$ cat config.mk
export PLATFORM = sky130hd
export DESIGN_NAME = itw_watchdog
export DESIGN_NICKNAME = d
export VERILOG_FILES = /design/src/rtl/itw_pkg.sv /design/src/rtl/itw_watchdog.sv
export VERILOG_INCLUDE_DIRS = /design/src /design/src/rtl
export SDC_FILE = /design/constraint.sdc
export NUM_CORES = 1
export LEC_CHECK = 0
export BUFFER_PORTS_ARGS = -buffer_cell sky130_fd_sc_hd__buf_2
export CAP_MARGIN = 10
export CELL_PAD_IN_SITES_DETAIL_PLACEMENT = 2
export CELL_PAD_IN_SITES_GLOBAL_PLACEMENT = 2
export CORE_MARGIN = 1.5
export CORE_UTILIZATION = 29
export CTS_BUF_LIST = sky130_fd_sc_hd__clkbuf_16
export CTS_CLUSTER_SIZE = 10
export DETAILED_ROUTE_END_ITERATION = 7
export PLACE_DENSITY_LB_ADDON = 0.1
export SYNTH_ARGS = -nofsm -noshare
export SYNTH_HDL_FRONTEND = slang
export SYNTH_SLANG_ARGS = --single-unit
$ cat constraint.sdc
create_clock -name mclk -period 4.2 [get_ports mclk]
set_input_delay 0 -clock mclk [delete_from_list [all_inputs] [get_ports mclk]]
set_output_delay 0 -clock mclk [all_outputs]
set_load 0.01 [all_outputs]
$ cat src/rtl/itw_map.svh
// Purpose: register map and field positions of the internal timer watchdog
// Assumes: register index times four is the byte address
// Notes: definitions only
`ifndef ITW_MAP_SVH
`define ITW_MAP_SVH
`define ITW_IDX_W 16
`define ITW_IDX_CTRL 16'hfe79
`define ITW_IDX_STAT 16'hfe7a
`define ITW_IDX_MASK 16'hfe7b
`define ITW_CTRL_RST 8'h00
`define ITW_CLR_CMD 8'h55
`define ITW_EV_W 3
`define ITW_EV_OVF 0
`define ITW_EV_SUB 1
`define ITW_EV_CLR 2
`define ITW_EV_RST 3'h0
`define ITW_TC_BASE 18'h00400
`endif

$ cat src/rtl/itw_pkg.sv
// Purpose: types of the internal timer watchdog
// Assumes: control layout flag, clock select, run, standby action, overflow select
// Notes: field order matches the control register bits 7 down to 0
package itw_pkg;
  typedef enum logic [1:0] {
    ITW_SB_RUN = 2'h0,
    ITW_SB_STOP = 2'h1,
    ITW_SB_FREEZE = 2'h2,
    ITW_SB_RUN2 = 2'h3
  } itw_sb_t;

  typedef struct packed {
    logic flag;
    logic cksel;
    logic run;
    itw_sb_t sb_act;
    logic [2:0] ovsel;
  } itw_ctrl_t;
endpackage

$ cat src/rtl/itw_watchdog.sv
// Purpose: internal timer watchdog with wishbone classic register slave
// Assumes: rc and subclock arrive as asynchronous pins, sampled on mclk
// Notes: all other inputs are synchronous to mclk
//
// Local design decision: the Wishbone slave port.
`timescale 1ns/1ps
`default_nettype none
`include "itw_map.svh"

module itw_watchdog #(
  parameter int CNT_W = 17,
  parameter int ADR_W = 18
) (
  input wire logic mclk,
  input wire logic sys_rst,
  input wire logic rcwdt_rst,
  input wire logic [ADR_W-1:0] wb_adr_i,
  input wire logic [31:0] wb_dat_i,
  input wire logic [3:0] wb_sel_i,
  input wire logic wb_we_i,
  input wire logic wb_cyc_i,
  input wire logic wb_stb_i,
  output logic [31:0] wb_dat_o,
  output logic wb_ack_o,
  input wire logic rc_clk_pin,
  input wire logic sub_clk_pin,
  input wire logic crystal_osc_enable,
  input wire logic rc_osc_start,
  input wire logic standby,
  input wire logic hold_mode,
  output logic wd_reset_o,
  output logic rc_osc_req_o,
  output logic irq_o
);

  if (CNT_W != 17) begin : g_bad_cnt_w
    $error("counter width must be 17");
  end
  if (ADR_W < `ITW_IDX_W + 2) begin : g_bad_adr_w
    $error("address too narrow for the register map");
  end

  itw_pkg::itw_ctrl_t ctrl_r;
  itw_pkg::itw_ctrl_t ctrl_nxt;
  logic [CNT_W-1:0] cnt_r;
  logic [CNT_W-1:0] cnt_nxt;
  logic [`ITW_EV_W-1:0] stat_r;
  logic [`ITW_EV_W-1:0] mask_r;
  logic rc_rise;
  logic sub_rise;
  logic standby_q_r;
  logic hold_q_r;

  // clock pins: two flops, then an edge stage
  itw_pin_edge u_itw_pin_edge_rc (
    .mclk(mclk),
    .sys_rst(sys_rst),
    .pin(rc_clk_pin),
    .rise(rc_rise)
  );

  itw_pin_edge u_itw_pin_edge_sub (
    .mclk(mclk),
    .sys_rst(sys_rst),
    .pin(sub_clk_pin),
    .rise(sub_rise)
  );

  // standby and hold entry edges
  always_ff @(posedge mclk) begin
    if (sys_rst) begin
      standby_q_r <= 1'b0;
      hold_q_r <= 1'b0;
    end else begin
      standby_q_r <= standby;
      hold_q_r <= hold_mode;
    end
  end

  wire wd_tick = ctrl_r.cksel ? sub_rise : rc_rise;
  wire stby_rise = standby & ~standby_q_r;
  wire hold_rise = hold_mode & ~hold_q_r;
  wire freeze = standby & (ctrl_r.sb_act == itw_pkg::ITW_SB_FREEZE);
  wire tick_en = ctrl_r.run & wd_tick & ~freeze;

  // terminal count minus one, per overflow select
  wire [CNT_W:0] tc = `ITW_TC_BASE << ctrl_r.ovsel;
  wire [CNT_W-1:0] tc_m1 = CNT_W'(tc - (CNT_W+1)'(1));
  wire ovf_hit = tick_en & (cnt_r == tc_m1);
  wire sub_fail = ctrl_r.run & ctrl_r.cksel & (~crystal_osc_enable | hold_rise);
  wire wd_fault = ovf_hit | sub_fail;
  wire stby_stop = ctrl_r.run & stby_rise & (ctrl_r.sb_act == itw_pkg::ITW_SB_STOP);

  // wishbone decode
  wire bus_req = wb_cyc_i & wb_stb_i;
  wire [`ITW_IDX_W-1:0] idx = wb_adr_i[`ITW_IDX_W+1:2];
  wire hit_ctrl = idx == `ITW_IDX_CTRL;
  wire hit_stat = idx == `ITW_IDX_STAT;
  wire hit_mask = idx == `ITW_IDX_MASK;
  wire wr_fire = bus_req & wb_ack_o & wb_we_i & wb_sel_i[0];
  wire wr_ctrl = wr_fire & hit_ctrl;
  wire clr_cmd = wr_ctrl & ctrl_r.run & (wb_dat_i[7:0] == `ITW_CLR_CMD);
  wire [31:0] rd_mux = hit_ctrl ? {24'h0, ctrl_r} :
                       hit_stat ? {29'h0, stat_r} :
                       hit_mask ? {29'h0, mask_r} : 32'h0;

  wire [`ITW_EV_W-1:0] ev_set = {clr_cmd, sub_fail, ovf_hit};
  wire [`ITW_EV_W-1:0] ev_clr = (wr_fire & hit_stat) ? wb_dat_i[`ITW_EV_W-1:0] : `ITW_EV_RST;
  wire [`ITW_EV_W-1:0] stat_nxt = ev_set | (stat_r & ~ev_clr);

  always_comb begin
    ctrl_nxt = ctrl_r;
    if (wd_fault) begin
      ctrl_nxt.flag = 1'b1;
      ctrl_nxt.run = 1'b0;
    end else if (stby_stop) begin
      ctrl_nxt.run = 1'b0;
    end else if (wr_ctrl && !ctrl_r.run) begin
      ctrl_nxt = itw_pkg::itw_ctrl_t'(wb_dat_i[7:0]);
    end
  end

  always_comb begin
    cnt_nxt = cnt_r;
    if (!ctrl_r.run || wd_fault || clr_cmd) begin
      cnt_nxt = '0;
    end else if (tick_en) begin
      cnt_nxt = cnt_r + CNT_W'(1);
    end
  end

  always_ff @(posedge mclk) begin
    if (sys_rst || rcwdt_rst) begin
      ctrl_r <= itw_pkg::itw_ctrl_t'(`ITW_CTRL_RST);
      cnt_r <= '0;
    end else begin
      ctrl_r <= ctrl_nxt;
      cnt_r <= cnt_nxt;
    end
  end

  always_ff @(posedge mclk) begin
    if (sys_rst) begin
      stat_r <= `ITW_EV_RST;
      mask_r <= `ITW_EV_RST;
      wb_ack_o <= 1'b0;
      wb_dat_o <= 32'h0;
      wd_reset_o <= 1'b0;
      rc_osc_req_o <= 1'b0;
      irq_o <= 1'b0;
    end else begin
      stat_r <= stat_nxt;
      if (wr_fire && hit_mask) begin
        mask_r <= wb_dat_i[`ITW_EV_W-1:0];
      end
      wb_ack_o <= bus_req & ~wb_ack_o;
      wb_dat_o <= rd_mux;
      wd_reset_o <= wd_fault;
      rc_osc_req_o <= (~ctrl_nxt.cksel & ctrl_nxt.run) | rc_osc_start;
      irq_o <= |(stat_nxt & mask_r);
    end
  end
endmodule

module itw_pin_edge #(
  parameter int STAGES = 2
) (
  input wire logic mclk,
  input wire logic sys_rst,
  input wire logic pin,
  output logic rise
);

  logic [STAGES:0] sync_r;

  if (STAGES < 2) begin : g_bad_stages
    $error("pin synchroniser needs two stages or more");
  end

  always_ff @(posedge mclk) begin
    if (sys_rst) begin
      sync_r <= '0;
    end else begin
      sync_r <= {sync_r[STAGES-1:0], pin};
    end
  end

  assign rise = sync_r[STAGES-1] & ~sync_r[STAGES];

endmodule
`default_nettype wire

==> results by group <==
Outcome
  – Status: finished, final reports clean

Clock tree
  – Root Buffer: clkbuf_16
  – Clock Path Buffers: 2
  – CTS Sinks: slightly above 50
  – Post-cts resize count: 0
  – CTS H-tree lvls: 2
  – CTS tree: yes
  – Worst-skew pair later-pin latency: 0.29 ns
  – Number of buffers created by CTS: 5
  – Clock transition at the registers of the reported paths: about 0.07 ns

Min path
  – Worst Hold Depth: 3
  – Hold path start: wb_dat_i[0]
  – HP Class: input pin to register
  – Hold endpoint: ctrl_r[0]

Global route
  – GRT Total Usage: 14.7%
  – Number of global-route vias before repair: 2307
  – M3 GR Usage: 3.02%
  – First-pass GRT wire length: 11200 µm
  – Largest net degree at the start of global routing: 23
  – M1 GR Usage: ~18%
  – Met2 capacity usage during global routing: roughly a quarter
  – GR peak layer: met2
  – Initial antenna violation count: 0
  – Total gr overflow: 0

Worst setup path
  – RR Endpoint: cnt_r[8]
  – CP max stage cell: dfxtp_1
  – Critical Path RT: 4.35 ns
  – WS Path Type: register to register
  – Critical path cell sequence: nor3_1 > o32ai_1 > nand3b_1 > a2111oi_2 > or3_1 > nor2_1
  – Flop2flop setup slack: approximately 1.5 ns
  – R2r startpoint: ctrl_r[1]
  – Crit. End Element: register
  – Crit path launch type: register
  – R2R cell count: 6
  – CP peak stage delay: 0.68 ns
  – Crit path arrival time: roughly 2.9 ns
  – CP Max Fanout: 17

Timing
  – Fmax: roughly 370 MHz
  – Slew HR: 43.1%
  – Setup TNS: 0 ns
  – Max Slew Vio Count: 0
  – Min Clock Period, post-route: ~2.7 ns
  – Part of the cycle the worst path needs: ~64%
  – Min setup slack post-route: about 1.5 ns
  – Least-Margin Pin Slew: 0.847 ns
  – Final hold violations: 0
  – Final Setup Violations: 0
  – Max Clock Skew: around 0.0079 ns
  – RSZ-0062 raised after global routing: false

Pwr
  – Pwr/cell area: 336 mW/mm²
  – P_leak: 1.25 nW
  – Comb pwr share: under 10%
  – Cell-internal power: 0.000797 W
  – Sw frac: 21.9%
  – Seq pwr share: a little under half
  – Worst vdd ir: ~0.00017 V
  – Switching pwr: about 0.00022 W
  – Clock share of power: 46.7%
  – Pwr Total: between 0.001 and 0.0015 W

Floorplan
  – Die Area: between 0.009 and 0.01 mm²
  – Die extent in y: slightly below 100 µm
  – Core box area: a little under 0.009 mm²
  – Rows: 34
  – Die X: 97.6 µm
  – Io pins: 102
  – Initial Utilization: between 20% and 30%

Place
  – Placed inst area: 0.00276 mm²
  – Gpl congestion: between 0.7 and 0.8
  – IO buf count: between 40 and 50
  – Place WS: ~1.4 ns
  – Inst Count DP: 433
  – HPWL after detailed placement: around 4900 µm

Routing
  – Final wirelength: between 6000 and 7000 µm
  – Avg WL per Cell: 14.6 µm
  – Vias per cell: about 4.8
  – Initial DRC Count: 46
  – DRC violations left: 0
  – Vias post-DR: between 2000 and 2500
  – Final ANT Viol Nets: 0
  – Pre-Repair DR Iteration Count: 4

Cells and area
  – Final net count: slightly above 400
  – Fill count: between 1000 and 1500
  – Post-Layout Cell Count: 451
  – Layout Cell Area excl Fill: approximately 0.003 mm²
  – Area occupied by multi-input gates: 0.00134 mm²
  – Layout cell share with drive strength beyond 1: about a fifth
  – Reg area: slightly above 0.001 mm²
  – Area Growth Syn to Fin: 17.0%
  – Antenna diodes: 0

Synth
  – Yosys warning total: 0
  – Mapped Cells: ~300
  – Post-synth top area cell: dfxtp_1
  – EDFF count, synth: 0
  – Unique cell type count in the Yosys netlist: 58
  – Top FF cell, synth: dfxtp_1
  – Post-synth top area share: ~39%
  – Synth top area cells: dfxtp_1, buf_4, nor2_1, mux2i_1, xnor2_1
  – Ys async rst share: 0%
  – Sequential fraction of the synthesis area: 39.4%
  – Syn Area/Cell: 8.76 µm²
  – Mapped cell area: around 0.0026 mm²
  – Seq cells post-synth: 51

Run
  – Max cap viols: 0
## power groups by stage
stage	sequential, W	clock, W	combinational (W)
global route	0.000489	0.000508	0.0000623
floorplan	0.000500	0	0.0000409
global placement	0.000500	0	0.0000480
CTS	0.000489	0.000495	0.0000557
detailed placement	0.000500	0	0.0000485
finish	0.000489	0.000477	0.0000554
## cells by family (layout without fill, tap and decap cells)
kind of cell	count (synthesis)	after routing	synth area share (%)
simple gates	124	124	24.8
flops	51	51	39.4
buf+inv	49	73	12.5
compound gates	39	39	11.5
xor+xnor	19	19	6.42
mux	12	12	4.73
fa+ha+maj	1	1	0.482
other cells	1	24	0.145
## sequential cells by signal, summed over array words and instances, names as in the netlist
signal / cells
cnt_r: 17
ctrl_r: 8
hold_q_r: 1
irq_o: 1
mask_r: 3
rc_osc_req_o: 1
standby_q_r: 1
stat_r: 3
u_itw_pin_edge_rc.sync_r: 3
u_itw_pin_edge_sub.sync_r: 3
wb_ack_o: 1
wb_dat_o: 8
wd_reset_o: 1
## layout by cell type, fill, tap and decap left out, types with 8 or more instances in the layout
cell and n:
nor2b_1 10, buf_2 48, nand3_1 9, dlygate4sd3_1 10, conb_1 24, dfxtp_1 51, mux2i_1 10, nand4_1 9
nor2_1 45, xnor2_1 11, nand2_1 14, xor2_1 8
## worst max-delay path by stage
stage	from	endpoint	slack (ns)	depth (start not counted)
2_1_floorplan	cnt_r[15]	cnt_r[9]	2.35	9
3_3_place_gp	ctrl_r[1]	cnt_r[14]	1.50	6
3_5_place_dp	ctrl_r[1]	cnt_r[16]	1.44	6
4_1_cts	ctrl_r[1]	cnt_r[16]	1.43	6
5_1_grt	ctrl_r[1]	cnt_r[13]	1.17	6
6_report	ctrl_r[1]	cnt_r[8]	1.50	6
## cell usage after synthesis (2+ instances only)
library cell,n
a221oi_1,2
and4_1,2
a21oi_1,7
and2_1,6
nor3_1,5
a22oi_1,3
buf_4,27
o32ai_1,2
nor2_1,45
nand4_1,9
nand4b_1,2
o31ai_1,2
buf_6,2
nor2b_1,10
or2_2,2
o22a_1,2
mux2_2,2
nand3b_1,2
dfxtp_1,51
inv_1,6
clkbuf_1,5
buf_1,2
mux2i_1,10
buf_2,5
nand2b_1,4
nand2_1,14
o21ai_0,5
or4_1,2
nand3_1,9
and3_1,5
xnor2_1,11
xor2_1,8
o41ai_1,2
## what timing repair did
action | in CTS | in global routing
endpoints found under the setup margin | 0 | 0
hold endpoints to repair | 9 | 0
buffers inserted | 0 | 0
hold buffers | 10 | 0
## cell type report
| cell class | instances | area share [%] |
|---|---|---|
| multi-input combinational | 219 | 44.0 |
| sequential | 51 | 33.6 |
| timing repair buffer | 59 | 11.5 |
| tap | 108 | 4.45 |
| clock buffer | 5 | 4.12 |
| clock inverter | 3 | 1.57 |
| inverter | 6 | 0.742 |
## layer usage
layer  vias up  wire, µm
li1       1066         -
met1      1038      2960
met2        40      3350
met3         4       207
met4         0        72
met5         -         0
## critical path, delay by kind of cell (launching register included)
kind / cells / cell delay (ns)
AO/OA/AOI/OAI: 2 / 0.93
flip-flops: 1 / 0.68
AND/OR/NAND/NOR: 4 / 0.95
## stage by stage
step	hold slack (ns)	util, %
finish	0.0158	35.0
global route	0.0286	35.0
CTS	0.0136	35.0
detailed placement	0.216	31.8
global placement	0.214	31.8
floorplan	0.111	-
Note: power is estimated with default switching activity, not from simulation.
